<file path="src/core/lvmon_pkg.sv">
package lvmon_pkg;
   // register map (byte addresses)
   localparam logic [11:0] LVMON_CTRL_ADDR   = 12'h000;
   localparam logic [11:0] LVMON_IRQ_ADDR    = 12'h004;
   localparam logic [11:0] LVMON_SLEEP_ADDR  = 12'h008;
   localparam logic [11:0] LVMON_STAT_ADDR   = 12'h00c;
   // control register fields
   localparam int          LVMON_LOW_BIT     = 5;
   localparam int          LVMON_EN_BIT      = 4;
   localparam int          LVMON_SEL_LSB     = 0;
   localparam int          LVMON_SEL_W       = 3;
   localparam logic [7:0]  LVMON_CTRL_RESET  = 8'h00;
   // irq register fields
   localparam int          LVMON_REQ_BIT     = 0;
   localparam int          LVMON_IEN_BIT     = 1;
   // status and sleep register fields
   localparam int          LVMON_SETTLED_BIT = 0;
   localparam int          LVMON_SLEEP_BIT   = 0;
   // timing
   localparam int          LVMON_CLK_MHZ     = 40;
   localparam int          LVMON_SETTLE_US   = 15;
   localparam int          LVMON_QUAL_US     = 15;
   localparam int          LVMON_SETTLE_CYC  = LVMON_SETTLE_US * LVMON_CLK_MHZ;
   localparam int          LVMON_QUAL_CYC    = LVMON_QUAL_US * LVMON_CLK_MHZ;
   localparam int          LVMON_CNT_W       = 16;
   // trip level codes in tens of millivolts
   localparam logic [8:0]  LVMON_LVL_2V0     = 9'h0c8;
   localparam logic [8:0]  LVMON_LVL_2V2     = 9'h0dc;
   localparam logic [8:0]  LVMON_LVL_2V4     = 9'h0f0;
   localparam logic [8:0]  LVMON_LVL_2V7     = 9'h10e;
   localparam logic [8:0]  LVMON_LVL_3V0     = 9'h12c;
   localparam logic [8:0]  LVMON_LVL_3V3     = 9'h14a;
   localparam logic [8:0]  LVMON_LVL_3V6     = 9'h168;
   localparam logic [8:0]  LVMON_LVL_4V0     = 9'h190;
endpackage

</file>
<file path="src/core/lvmon_sync.sv">
`timescale 1ns/100ps
module lvmon_sync
   import lvmon_pkg::*;
(
   // clock and reset
   input  wire logic pclk,
   input  wire logic presetn,
   // data
   input  wire logic din,
   output logic      dout
);
   typedef struct packed {
      logic s1;
      logic s2;
      logic s3;
      logic q;
   } lvmon_sync_t;
   lvmon_sync_t st_q, st_d;

   always_comb begin
      st_d    = st_q;
      st_d.s1 = din;
      st_d.s2 = st_q.s1;
      st_d.s3 = st_q.s2;
      if (st_q.s2 == st_q.s3) begin
         st_d.q = st_q.s3;
      end
   end

   always_ff @(posedge pclk or negedge presetn) begin
      if (!presetn) begin
         st_q <= '0;
      end else begin
         st_q <= st_d;
      end
   end

   assign dout = st_q.q;
endmodule

</file>
<file path="src/core/lvmon_timer.sv">
`timescale 1ns/100ps
module lvmon_timer
   import lvmon_pkg::*;
#(
   parameter int CYCLES = LVMON_QUAL_CYC
)(
   // clock and reset
   input  wire logic pclk,
   input  wire logic presetn,
   // control
   input  wire logic run,
   output logic      done
);
   typedef struct packed {
      logic [LVMON_CNT_W-1:0] cnt;
      logic                   done;
   } lvmon_timer_t;
   lvmon_timer_t st_q, st_d;
   localparam logic [LVMON_CNT_W-1:0] LAST = LVMON_CNT_W'(CYCLES - 1);

   // counts while run is high; done rises after CYCLES cycles and holds
   always_comb begin
      st_d = st_q;
      if (!run) begin
         st_d = '0;
      end else if (!st_q.done) begin
         if (st_q.cnt == LAST) begin
            st_d.done = 1'b1;
         end else begin
            st_d.cnt = st_q.cnt + 1'b1;
         end
      end
   end

   always_ff @(posedge pclk or negedge presetn) begin
      if (!presetn) begin
         st_q <= '0;
      end else begin
         st_q <= st_d;
      end
   end

   assign done = st_q.done;
endmodule

</file>
<file path="src/core/lvmon_ctrl.sv">
// Implementation choices: the register offsets and the APB register port.
`timescale 1ns/100ps
module lvmon_ctrl
   import lvmon_pkg::*;
#(
   parameter int QUAL_CYCLES   = LVMON_QUAL_CYC,
   parameter int SETTLE_CYCLES = LVMON_SETTLE_CYC
)(
   // clock and reset
   input  wire logic        pclk,
   input  wire logic        presetn,
   // apb slave
   input  wire logic        psel,
   input  wire logic        penable,
   input  wire logic        pwrite,
   input  wire logic [11:0] paddr,
   input  wire logic [31:0] pwdata,
   input  wire logic [3:0]  pstrb,
   output logic             pready,
   output logic [31:0]      prdata,
   output logic             pslverr,
   // analog front end
   input  wire logic [8:0]  supply_mv10,
   output logic             ref_on,
   output logic             detector_active,
   // system
   output logic             mfi_irq,
   output logic             wake_req
);
   typedef struct packed {
      logic [LVMON_SEL_W-1:0] trip_level_sel;
      logic                   detector_on;
      logic                   req;
      logic                   irq_en;
      logic                   sleeping;
      logic                   low_prev;
      logic                   ready;
      logic [31:0]            rdata;
      logic                   slverr;
      logic                   irq;
      logic                   wake;
   } lvmon_state_t;
   lvmon_state_t st_q, st_d;

   logic [8:0] trip_mv10;
   logic       cmp_raw;
   logic       supply_low_flag;
   logic       qual_done;
   logic       settled;
   logic       access;
   logic       wr_ok;
   logic [7:0] ctrl_rd;

   // trip level table
   always_comb begin
      unique case (st_q.trip_level_sel)
         3'h0: trip_mv10 = LVMON_LVL_2V0;
         3'h1: trip_mv10 = LVMON_LVL_2V2;
         3'h2: trip_mv10 = LVMON_LVL_2V4;
         3'h3: trip_mv10 = LVMON_LVL_2V7;
         3'h4: trip_mv10 = LVMON_LVL_3V0;
         3'h5: trip_mv10 = LVMON_LVL_3V3;
         3'h6: trip_mv10 = LVMON_LVL_3V6;
         3'h7: trip_mv10 = LVMON_LVL_4V0;
      endcase
   end

   // comparator gated by enable, also in sleep
   assign cmp_raw = st_q.detector_on & (supply_mv10 < trip_mv10);

   // synchronised, and a new level passes only once two successive samples agree
   lvmon_sync u_sync (
      .pclk    (pclk),
      .presetn (presetn),
      .din     (cmp_raw),
      .dout    (supply_low_flag)
   );

   lvmon_timer #(.CYCLES(QUAL_CYCLES)) u_qual (
      .pclk    (pclk),
      .presetn (presetn),
      .run     (supply_low_flag),
      .done    (qual_done)
   );

   lvmon_timer #(.CYCLES(SETTLE_CYCLES)) u_settle (
      .pclk    (pclk),
      .presetn (presetn),
      .run     (st_q.detector_on),
      .done    (settled)
   );

   assign access = psel & penable;
   assign wr_ok  = access & pwrite & pstrb[0];
   assign ctrl_rd = {2'b00, supply_low_flag, st_q.detector_on, 1'b0,
                     st_q.trip_level_sel};

   always_comb begin
      st_d          = st_q;
      st_d.ready    = 1'b0;
      st_d.slverr   = 1'b0;
      st_d.rdata    = '0;
      st_d.low_prev = qual_done;
      st_d.wake     = 1'b0;
      if (psel && !penable) begin
         st_d.ready = 1'b1;
         if (!pwrite) begin
            unique case (paddr)
               LVMON_CTRL_ADDR:  st_d.rdata = {24'h000000, ctrl_rd};
               LVMON_IRQ_ADDR:   st_d.rdata = {30'h00000000, st_q.irq_en, st_q.req};
               LVMON_SLEEP_ADDR: st_d.rdata = {31'h00000000, st_q.sleeping};
               LVMON_STAT_ADDR:  st_d.rdata = {31'h00000000, settled};
               default:          st_d.slverr = 1'b1;
            endcase
         end else begin
            unique case (paddr)
               LVMON_CTRL_ADDR, LVMON_IRQ_ADDR, LVMON_SLEEP_ADDR: st_d.slverr = 1'b0;
               default: st_d.slverr = 1'b1;
            endcase
         end
      end
      if (wr_ok) begin
         unique case (paddr)
            LVMON_CTRL_ADDR: begin
               st_d.trip_level_sel = pwdata[LVMON_SEL_LSB +: LVMON_SEL_W];
               st_d.detector_on    = pwdata[LVMON_EN_BIT];
            end
            LVMON_IRQ_ADDR: begin
               st_d.req    = pwdata[LVMON_REQ_BIT];
               st_d.irq_en = pwdata[LVMON_IEN_BIT];
            end
            LVMON_SLEEP_ADDR: st_d.sleeping = pwdata[LVMON_SLEEP_BIT];
            default: st_d.sleeping = st_q.sleeping;
         endcase
      end
      // qualified rise sets the request and wins over a clear while enabled; while disabled it clears it and a write wins
      if (qual_done && !st_q.low_prev) begin
         st_d.req = 1'b1;
         if (!st_q.req) begin
            st_d.wake = st_q.sleeping;
         end
      end
      if (!st_q.detector_on) begin
         st_d.req = st_q.req & ~(qual_done && !st_q.low_prev);
         st_d.wake = 1'b0;
         if (wr_ok && paddr == LVMON_IRQ_ADDR) begin
            st_d.req = pwdata[LVMON_REQ_BIT];
         end
      end
      st_d.irq = st_d.req & st_d.irq_en;
   end

   always_ff @(posedge pclk or negedge presetn) begin
      if (!presetn) begin
         st_q <= '0;
      end else begin
         st_q <= st_d;
      end
   end

   assign pready          = st_q.ready;
   assign prdata          = st_q.rdata;
   assign pslverr         = st_q.slverr;
   assign ref_on          = st_q.detector_on;
   assign detector_active = st_q.detector_on;
   assign mfi_irq         = st_q.irq;
   assign wake_req        = st_q.wake;

   a_reset_clear: assert property (@(posedge pclk)
      $rose(presetn) |-> (st_q.detector_on == 1'b0 && st_q.trip_level_sel == 3'h0))
      else $error("control not cleared after reset");
   a_off_no_flag: assert property (@(posedge pclk) disable iff (!presetn)
      !st_q.detector_on [*5] |-> !supply_low_flag)
      else $error("flag high while off");
   a_unused_zero: assert property (@(posedge pclk) disable iff (!presetn)
      ctrl_rd[7:6] == 2'b00 && ctrl_rd[3] == 1'b0)
      else $error("unused bits not zero");
   a_ref_follows: assert property (@(posedge pclk) disable iff (!presetn)
      ref_on == st_q.detector_on)
      else $error("reference not following enable");
   a_en_write: assert property (@(posedge pclk) disable iff (!presetn)
      wr_ok && paddr == LVMON_CTRL_ADDR |=> st_q.detector_on == $past(pwdata[LVMON_EN_BIT]))
      else $error("enable write lost");
   a_qual_wait: assert property (@(posedge pclk) disable iff (!presetn)
      $rose(qual_done) |-> $past(supply_low_flag, 2))
      else $error("request qualified too early");
   a_req_set: assert property (@(posedge pclk) disable iff (!presetn)
      $rose(qual_done) && st_q.detector_on |=> st_q.req)
      else $error("request not set");
   a_irq_gate: assert property (@(posedge pclk) disable iff (!presetn)
      mfi_irq == (st_q.req && st_q.irq_en))
      else $error("irq not following request");
   a_wake_edge: assert property (@(posedge pclk) disable iff (!presetn)
      wake_req |-> $past(!st_q.req) && st_q.req)
      else $error("wake without rising request");
endmodule

</file>
<file path="config.mk">
export PLATFORM = sky130hd
export DESIGN_NAME = lvmon_ctrl
export DESIGN_NICKNAME = d
export VERILOG_FILES = /design/src/core/lvmon_pkg.sv /design/src/core/lvmon_sync.sv /design/src/core/lvmon_timer.sv /design/src/core/lvmon_ctrl.sv
export SDC_FILE = /design/constraint.sdc
export NUM_CORES = 1
export LEC_CHECK = 0
export ABC_AREA = 1
export ABC_CLOCK_PERIOD_IN_PS = 2400
export BUFFER_PORTS_ARGS = -buffer_cell sky130_fd_sc_hd__buf_2
export CAP_MARGIN = 10
export CORE_MARGIN = 10
export CORE_UTILIZATION = 35
export DETAILED_ROUTE_END_ITERATION = 10
export SETUP_SLACK_MARGIN = 0.5
export SLEW_MARGIN = 10
export SYNTH_ARGS = -nofsm -noshare
export SYNTH_HDL_FRONTEND = slang
export SYNTH_SLANG_ARGS = --single-unit
</file>
<file path="constraint.sdc">
create_clock -name pclk -period 2.4 [get_ports pclk]
set_clock_uncertainty 0.1 [all_clocks]
set_input_delay 0.48 -clock pclk [delete_from_list [all_inputs] [get_ports pclk]]
set_output_delay 0.48 -clock pclk [all_outputs]
set_load 0.05 [all_outputs]
</file>
* Yosys cells after proc, flatten, opt, wreduce, memory -nomap -nowiden *
Memory sizes are Yosys's and may differ from the RTL's.
Index checks and enable logic that the tools add are counted.

operators by class
  magnitude comparators = 1
  mux-type cells = 23
  $add $sub $neg = 2
  equal/unequal tests = 10
  bitwise operators = 7
  reduce and logical (&&, ||, !) cells = 12

operator list
  kind                   number
  $mux 17                4
  $mux 34                1
  $add 16x1->16 const B  2
  $eq 16x10->1 const B   2
  $mux 16                2
  $mux 32                1
  $eq 12x4->1 const B    2
  $pmux 6 s4             1
  $eq 12x3->1 const B    1
  $logic_not 12->1       1
  $mux 1                 12
  $lt 9x9->1             1
  $ne 2x2->1 const B     4
  $reduce_and 2->1       4
  $and 1x1->1            6
  $reduce_or 4->1        1
  $logic_and 1x1->1      3
  $mux 3                 1
  $reduce_or 3->1        1
  $logic_not 1->1        2
  $mux 2                 1
  $eq 1x1->1             1
  $not 1->1              1

word-level totals
  register bits = 82
  memories = 1
  word-level logic and storage cells = 75
  ROM bits = 64

memory list
  memory            words  width  read ports  clocked after Yosys merged registers in  write ports  RTL line          source
  (name not given)  8      8      1           0                                        0            lvmon_ctrl.sv:56  unique case (st_q.trip_level_sel)

* Longest topological paths before layout *
Gate-level depths: netlist of the first run.

  word-level depth = 7
  gate-level depth with buffers = 13
  depth with buffers taken out = 13

* Hierarchy *
A second synthesis of the first run with hierarchy kept.

second synthesis, totals
  cell total of the unflattened synthesis = 515
  area total of the unflattened synthesis = 3747.3 um^2

modules (own cells, without submodules)
  module       area each (um^2)  cells an instance  times used
  lvmon_timer  1122.3            165                2
  lvmon_ctrl   1386.3            177                1
  lvmon_sync   116.4             8                  1

* Worst setup path before layout of the first run *
Ideal clock, no wire load.

  kind = register to register
  from = register st_q, in the netlist ctrl_rd[0]
  to = register u_sync.st_q, in the netlist u_sync.st_d[2]
  cell stages (with the launch flop) = 10
  slack = 571 ps
  arrival = 1658 ps
  cells stage by stage = dfrtp_1 inv_1 ha_1 o21ai_0 ha_1 a21oi_1 nor2_1 a211oi_1 nand2_1 nor2_1

on the way
  word-level cells in the longest chain between the ends = 3

ends and longest elaborated chain
  item                      RTL line           source
  start: declaration        lvmon_ctrl.sv:43   lvmon_state_t st_q, st_d;
  start signal: assignment  lvmon_ctrl.sv:157  st_q <= st_d;
  $mem_v2 8x8               n/a
  $lt 9x9->1                lvmon_ctrl.sv:69   assign cmp_raw = st_q.detector_on & (supply_mv10 < trip_mv10);
  $and 1x1->1               lvmon_ctrl.sv:69
  via cmp_raw               lvmon_ctrl.sv:46   logic cmp_raw;
  end signal: assignment    lvmon_sync.sv:34   st_q <= st_d;
  end: declaration          lvmon_sync.sv:18   lvmon_sync_t st_q, st_d;

The timed path passes the listed nets, and every way through them passes these cells.
A chain may end at the register's enable or synchronous reset.

* Final worst setup path of the first run *
Ends and elaborated chain as after synthesis.

==> flow_metrics.py, run 1 <==
metrics = {
    "setup_path": {
        "end_kind": "flip-flop",
        "crit_family": "adder cells",
        "r2r_setup_slack_ns": 0.52,
        "path_max_fanout": 5,
        "reg2reg_to": "u_sync.st_d[2]",
        "reg2reg_from": "ctrl_rd[0]",
        "startpoint_type": "flip-flop",
        "worstRegToRegCells": 10,
        "worst_path_max_delay_cell": "dfrtp_1",
        "cp_data_required_time_ns": 2.54,
        "path_class": "flip-flop to flip-flop",
        "max_stage_delay_ns": 0.39,
        "worstPathArrival_ns": 2.02,
        "crit_chain": "buf_4, ha_1, nand2_1, o21ai_1, ha_1, a21oi_2, nor2_1, a211oi_2, nand2_1, nor2_1",
        "path_buf_inv": 1,
    },
    "sta": {
        "setup_viol": 0,
        "final.period_utilization_pct": 78.2,
        "fmax_mhz": 533,
        "finalMaxSlewViolations": 0,
        "slew_headroom_pct": 57.2,
        "finalSetupTns_ns": 0,
        "min_period_ns": 1.88,
        "worst_pin_slew_ns": 0.642,
        "rsz0062_at_grt": "true",
        "hold_violations": 0,
    },
    "layout": {
        "final_cell_mix": "110 x nand2_1, 53 x inv_1, 53 x dfrtp_1, 41 x nor2_1, 40 x buf_2",
        "fill_cells": 1083,
        "final_common_cell": "nand2_1",
        "fin_nets": 610,
        "area_growth_syn_to_layout_pct": 9.30,
        "multi_input_area_um2": 1930,
        "antennaDiodeCount": 0,
        "layout.cells.non_filler": 670,
        "seq_area_um2": 1380,
        "drive_above_1_share_pct": 23.4,
    },
    "floorplan": {
        "placement_rows": 37,
        "die_h_um": 124,
        "core_um2": 10400,
        "dieArea_um2": 15300,
        "ioPinCount": 100,
        "initial_utilization_pct": 36.2,
        "die_w_um": 124,
    },
    "detailed_routing": {
        "vias": 3200,
        "drc": 0,
        "ant_nets": 0,
        "viasPerCell": 4.78,
        "drt_first_iter_violations": 149,
        "drtPass1Iterations": 4,
        "wl_per_cell_um": 12.9,
        "wirelength_mm": 8.63,
    },
    "worst_hold_path": {
        "hp-class": "primary input to async pin",
    },
    "power_and_ir_drop": {
        "p_clk_share_pct": 28.1,
        "peakVddDrop_uv": 265,
        "switching_share_pct": 33.9,
        "internal_power_w": 0.00152,
        "p_leak_nw": 2.11,
        "p_switching_w": 0.000779,
        "sequentialPowerShare_pct": 48.7,
        "p_per_area_nw_per_um2": 559,
        "p_comb_share_pct": 23.2,
    },
    "logic_synthesis": {
        "ys_seq_elements": 55,
        "yosysUniqueCellTypes": 31,
        "avgSynthCellArea_um2": 7.59,
        "synth.top_cells.by_area": "dfrtp_1 37%, nand2_1 11%, buf_4 6.8%, nand4_1 6.3%, inv_1 5.4%",
        "ys_seq_area_share_pct": 36.5,
        "ys_warn_count": 0,
        "synth_top_cell_area_share_pct": 36.5,
        "syn_inst": 496,
        "yosysTopAreaCell": "dfrtp_1",
        "netlist_area_um2": 3770,
    },
    "clocking": {
        "path_clk_slew_ns": 0.10,
        "clock_sinks": 55,
        "cts_max_level": 2,
        "worstSkewPairLatency_ns": 0.31,
        "cts_tree": "yes",
        "numCtsBuffers": 5,
        "cts-root-buf": "clkbuf_8",
        "cts.path.max_buffers": 2,
    },
    "placed_design": {
        "io_buffers": 40,
        "gp_congestion": 0.826,
        "place_inst": 660,
        "dpl.hpwl_mm": 6.61,
    },
    "run": {
        "maxCapViolCount": 0,
    },
    "grt": {
        "grt_usage_pct": 11.3,
        "grt_pass1_vias": 3061,
        "grt_pass1_wl_mm": 14.5,
        "overflow": 0,
        "grt_max_degree": 56,
        "antenna_found_initial": 0,
    },
    "run_status": {
        "status": "completed",
    },
}
## worst reg2reg max path: stages (launching register included)
cell and delay (ns):
dfrtp_1 0.39, buf_4 0.16, ha_1 0.20, nand2_1 0.09, o21ai_1 0.07, ha_1 0.31
a21oi_2 0.14, nor2_1 0.06, a211oi_2 0.14, nand2_1 0.08, nor2_1 0.08
## how the worst max path moves through the flow
stage	startpoint	end	slack [ns]	depth (start not counted)
6_report	ctrl_rd[0]	u_sync.st_d[2]	0.52	10
5_1_grt	ctrl_rd[0]	u_sync.st_d[2]	0.34	10
4_1_cts	ctrl_rd[0]	u_sync.st_d[2]	0.52	9
3_5_place_dp	ctrl_rd[0]	u_sync.st_d[2]	0.36	9
3_3_place_gp	ctrl_rd[0]	u_sync.st_d[2]	0.39	9
2_1_floorplan	ctrl_rd[0]	u_sync.st_d[2]	0.57	9
## registers in the layout, summed over array words and instances (netlist names)
name,cells
u_sync.st_q,1
wake_req,1
u_settle.st_q,16
pready,1
prdata,5
u_sync.st_d,2
mfi_irq,1
detector_active,1
u_qual.st_q,16
st_q,4
pslverr,1
u_settle.done,1
u_qual.done,1
ctrl_rd,3
u_sync.dout,1
## synth_stat cells
master / n
nand3_2: 6
inv_2: 16
nand2_1: 110
nand2_2: 8
nand3_1: 39
nor3_4: 2
buf_2: 5
nor2_2: 8
nor3b_1: 2
clkbuf_1: 1
or2_2: 1
a21oi_1: 8
conb_1: 1
o21ai_0: 6
nor3_1: 12
o21bai_1: 2
o21ai_1: 1
nor3_2: 3
nor2_4: 2
ha_1: 15
o21ai_2: 19
xor2_1: 2
nand2_4: 1
inv_1: 54
dfrtp_1: 55
buf_6: 2
maj3_1: 1
nand4_1: 38
nor2_1: 41
a211oi_1: 1
buf_4: 34
## cell families after synthesis
group	Yosys count	synth area share [%]
adders and majority gates	16	5.25
other	1	0.0996
AOI/OAI and AO/OA	37	7.01
buffers and inverters	112	15.1
DFF	55	36.5
xor gates and xnor gates	2	0.465
and+or+nand+nor	273	35.5
## cell type report
cell class                 instances  share of cell area [%]
tap                              136                    4.13
timing repair buffer              46                    6.26
inverter                          70                    6.44
multi-input combinational        355                    46.8
sequential                        55                    33.5
clock inverter                     2                   0.851
clock buffer                       6                    2.01
## layer usage
metal / vias up / global-route usage (%) / share of wire (%)
li1: 1637 / - / -
met1: 1475 / 15.2 / 47
met2: 80 / 17.7 / 47
met3: 8 / 1.72 / 4.6
met4: 0 / 4.51 / 1.5
met5: - / 0 / 0
## power groups by stage
stage / clock [W] / combinational [W] / sequential (W)
finish: 0.000646 / 0.000534 / 0.00112
global route: 0.000703 / 0.000598 / 0.00114
CTS: 0.000668 / 0.000535 / 0.00112
detailed placement: 0 / 0.000530 / 0.00114
global placement: 0 / 0.000518 / 0.00114
floorplan: 0 / 0.000463 / 0.00111
## metrics by stage
step	util [%]	area [µm²]	total power, W	setup slack [ns]	hold WS [ns]
after global placement	38.1	3970	0.00166	0.392	0.238
after floorplan	-	3860	0.00158	0.571	0.0844
after detailed placement	38.1	3970	0.00167	0.358	0.236
final	39.5	4120	0.00230	0.523	0.0640
after CTS	39.4	4110	0.00232	0.516	0.0735
after global routing	39.5	4120	0.00244	0.341	0.0857
## what timing repair did
item	CTS	global route
hold buffers	0	0
endpoints found under the setup margin	3	7
gates resized for setup	3	4
buffers inserted	2	0
No activity file was read; power rests on OpenSTA's default activity.
==> run 2: changes to the inputs <==
--- a/config.mk
+++ b/config.mk
@@ -5,8 +5,8 @@
 export SDC_FILE = /design/constraint.sdc
 export NUM_CORES = 1
 export LEC_CHECK = 0
-export ABC_AREA = 1
-export ABC_CLOCK_PERIOD_IN_PS = 2400
+export ABC_AREA = 0
+export ABC_CLOCK_PERIOD_IN_PS = 1820
 export BUFFER_PORTS_ARGS = -buffer_cell sky130_fd_sc_hd__buf_2
 export CAP_MARGIN = 10
 export CORE_MARGIN = 10
==> constraint.sdc (replaced) <==
create_clock -name pclk -period 1.82 [get_ports pclk]
set_clock_uncertainty 0.1 [all_clocks]
set_input_delay 0.364 -clock pclk [delete_from_list [all_inputs] [get_ports pclk]]
set_output_delay 0.364 -clock pclk [all_outputs]
set_load 0.05 [all_outputs]
==> flow_metrics.py, run 2 <==
metrics = {
    "grt": {
        "antenna_found_initial": 0,
        "use_met3_pct": 2.14,
        "grt_usage_pct": 11.2,
        "grt_pass1_vias": 2600,
        "grt_pass1_wl_mm": 12.4,
        "grtUsageMet2_pct": 19.3,
        "grt_most_used_layer": "met2",
        "grt_max_degree": 22,
        "met1_usage_pct": 13.7,
        "overflow": 0,
    },
    "logic_synthesis": {
        "ys.flop_type": "dfrtp_1",
        "ys_seq_area_share_pct": 43.3,
        "synth_xor_area_share_pct": 3.58,
        "yosys.area_share.adder_pct": 6.22,
        "synth-edff-count": 0,
        "yosys.area_share.simple_pct": 21.2,
        "synth_top_cell_area_share_pct": 43.3,
        "synth.top_cells.by_area": "dfrtp_1 43%, buf_4 7.8%, ha_1 5.9%, xnor2_1 3.3%, mux2i_1 3.1%",
        "yosysTopAreaCell": "dfrtp_1",
        "ys_warn_count": 0,
        "ys_seq_elements": 55,
        "netlist_area_um2": 3180,
        "yosysUniqueCellTypes": 49,
        "synth_compound_area_share_pct": 8.46,
        "synth.most_common_cell": "dfrtp_1",
        "synthMuxAreaShare_pct": 6.81,
        "synth_top_family_by_area": "simple AND/OR/NAND/NOR gates",
        "async_flop_share_pct": 100,
        "netlist_top_cells_count": "55 x dfrtp_1, 33 x buf_4, 21 x nor2_1, 17 x nand2_1, 16 x a21oi_1",
        "avgSynthCellArea_um2": 10.1,
        "syn_inst": 315,
    },
    "sta": {
        "fmax_mhz": 553,
        "finalWorstSetupSlack_ns": 0.0102,
        "slew_headroom_pct": 61.0,
        "min_period_ns": 1.81,
        "finalMaxSlewViolations": 0,
        "worst_pin_slew_ns": 0.584,
        "hold_violations": 0,
        "final.period_utilization_pct": 99.4,
        "rsz0062_at_grt": "true",
        "setup_viol": 0,
        "finalSetupTns_ns": 0,
    },
    "power_and_ir_drop": {
        "sequentialPowerShare_pct": 51.9,
        "peakVddDrop_uv": 261,
        "p_leak_nw": 2.11,
        "switching_share_pct": 27.8,
        "p_clk_share_pct": 36.7,
        "p_switching_w": 0.000657,
        "p_per_area_nw_per_um2": 487,
        "p_comb_share_pct": 11.4,
        "internal_power_w": 0.00170,
    },
    "detailed_routing": {
        "drt_first_iter_violations": 90,
        "wl_per_cell_um": 17.1,
        "drtPass1Iterations": 4,
        "drc": 0,
        "wirelength_mm": 8.95,
        "ant_nets": 0,
        "vias": 2683,
        "viasPerCell": 5.13,
    },
    "layout": {
        "final_cell_mix": "43 x dfrtp_1, 39 x buf_4, 33 x buf_6, 28 x buf_2, 27 x conb_1",
        "seq_area_um2": 1390,
        "final_common_cell": "dfrtp_1",
        "area_growth_syn_to_layout_pct": 52.5,
        "antennaDiodeCount": 0,
        "multi_input_area_um2": 2230,
        "fin_nets": 491,
        "drive_above_1_share_pct": 53.5,
        "fill_cells": 719,
        "final_util_pct": 55.3,
    },
    "setup_path": {
        "path_class": "flip-flop to flip-flop",
        "cp_data_required_time_ns": 1.94,
        "path_buf_inv": 2,
        "worstSetupStartpoint": "u_qual.st_q[2]",
        "worstRegToRegCells": 7,
        "cp.depth": 7,
        "path_max_fanout": 4,
        "endpoint": "u_qual.st_q[4]",
        "reg2reg_to": "u_qual.st_q[4]",
        "startpoint_type": "flip-flop",
        "reg2reg_from": "u_qual.st_q[2]",
        "max_stage_delay_ns": 0.48,
        "worst_path_max_delay_cell": "dfrtp_2",
        "r2r_setup_slack_ns": 0.01,
        "worstPathArrival_ns": 1.93,
        "end_kind": "flip-flop",
        "crit_chain": "ha_4, buf_6, and4b_1, a41oi_2, buf_4, nand4_1, mux2i_1",
        "crit_family": "flip-flops",
    },
    "floorplan": {
        "ioPinCount": 100,
        "placement_rows": 34,
        "dieArea_um2": 13300,
        "die_w_um": 115,
        "initial_utilization_pct": 36.3,
        "core_um2": 8760,
        "die_h_um": 115,
    },
    "clocking": {
        "numCtsBuffers": 5,
        "cts_tree": "yes",
        "cts_max_level": 2,
        "cts-root-buf": "clkbuf_8",
        "worstSkewPairLatency_ns": 0.33,
        "path_clk_slew_ns": 0.12,
        "cts.path.max_buffers": 2,
        "clock_sinks": 55,
    },
    "worst_hold_path": {
        "hp-class": "primary input to flip-flop",
        "min_path_cells": 2,
    },
    "placed_design": {
        "io_buffers": 40,
        "gp_congestion": 0.795,
        "pre_cts_ws_ns": -0.213,
        "dpl.hpwl_mm": 5.54,
    },
    "run": {
        "maxCapViolCount": 0,
    },
    "run_status": {
        "status": "completed",
    },
}
[run 2: changes by cell type in the layout (fill, tap and decap cells not counted), moves of 15 or more]
cell     previous run  this run
nor2_1             41        19
nor4_4              0        15
inv_1              53        11
buf_6               0        33
nand4_1            38         4
inv_2              16         1
nand3_1            39         4
buf_4               5        39
nand2_1           110        14
o21ai_2            19         2
[run 2: worst min path at each step]
| stage | start | end | slack, ns |
|---|---|---|---|
| final | pwdata[2] | ctrl_rd[2] | 0.17 |
| after global routing | pwdata[2] | ctrl_rd[2] | 0.17 |
| after CTS | penable | pready | 0.13 |
| after detailed placement | u_sync.st_d[2] | u_sync.st_d[1] | 0.25 |
| after global placement | u_sync.st_d[2] | u_sync.st_d[1] | 0.24 |
| after floorplan | presetn | ctrl_rd[0] | -0.03 |
[run 2: layout make-up]
type / instances / share of cell area [%]
Clock inverter: 3 / 0.980
Inverter: 12 / 0.929
Sequential cell: 55 / 28.7
Multi-Input combinational cell: 233 / 46.0
Tap cell: 108 / 2.79
Timing Repair Buffer: 107 / 19.2
Clock buffer: 5 / 1.42
[run 2: cells by family (layout without fill, tap and decap cells)]
kind of cell | Yosys count | count (layout)
flip-flops | 55 | 55
AO/OA/AOI/OAI | 43 | 43
XOR/XNOR | 13 | 13
other | 1 | 27
AND/OR/NAND/NOR | 116 | 116
buffers and inverters | 53 | 127
multiplexers | 18 | 18
adder cells (fa/ha/maj) | 16 | 16
[run 2: stage by stage]
step | cell area [µm²] | std cells | total power (W) | hold WS (ns)
2_1_floorplan | 3460 | 341 | 0.00145 | -0.0316
3_3_place_gp | 3710 | 474 | 0.00149 | 0.236
3_5_place_dp | 3710 | 474 | 0.00149 | 0.255
4_1_cts | 4250 | 499 | 0.00235 | 0.130
5_1_grt | 4850 | 523 | 0.00244 | 0.170
6_report | 4850 | 523 | 0.00236 | 0.169
[run 2: power groups by stage]
stage / clock (W) / combinational [W] / sequential (W)
final: 0.000867 / 0.000268 / 0.00122
after global routing: 0.000925 / 0.000286 / 0.00123
after CTS: 0.000872 / 0.000256 / 0.00122
after detailed placement: 0 / 0.000241 / 0.00125
after global placement: 0 / 0.000238 / 0.00125
after floorplan: 0 / 0.000190 / 0.00126
[run 2: repair_timing]
action | CTS | global route
setup endpoints to repair | 57 | 60
resized for setup | 59 | 93
hold buffers | 1 | 0
buffers inserted | 16 | 24
hold endpoints to repair | 19 | 0
pin swaps | 16 | 28
[run 2: routing by layer]
metal	up-vias	part of all wire, %
li1	1268	-
met3	17	3.5
met2	59	54
met5	-	0
met1	1339	40
met4	0	2.2
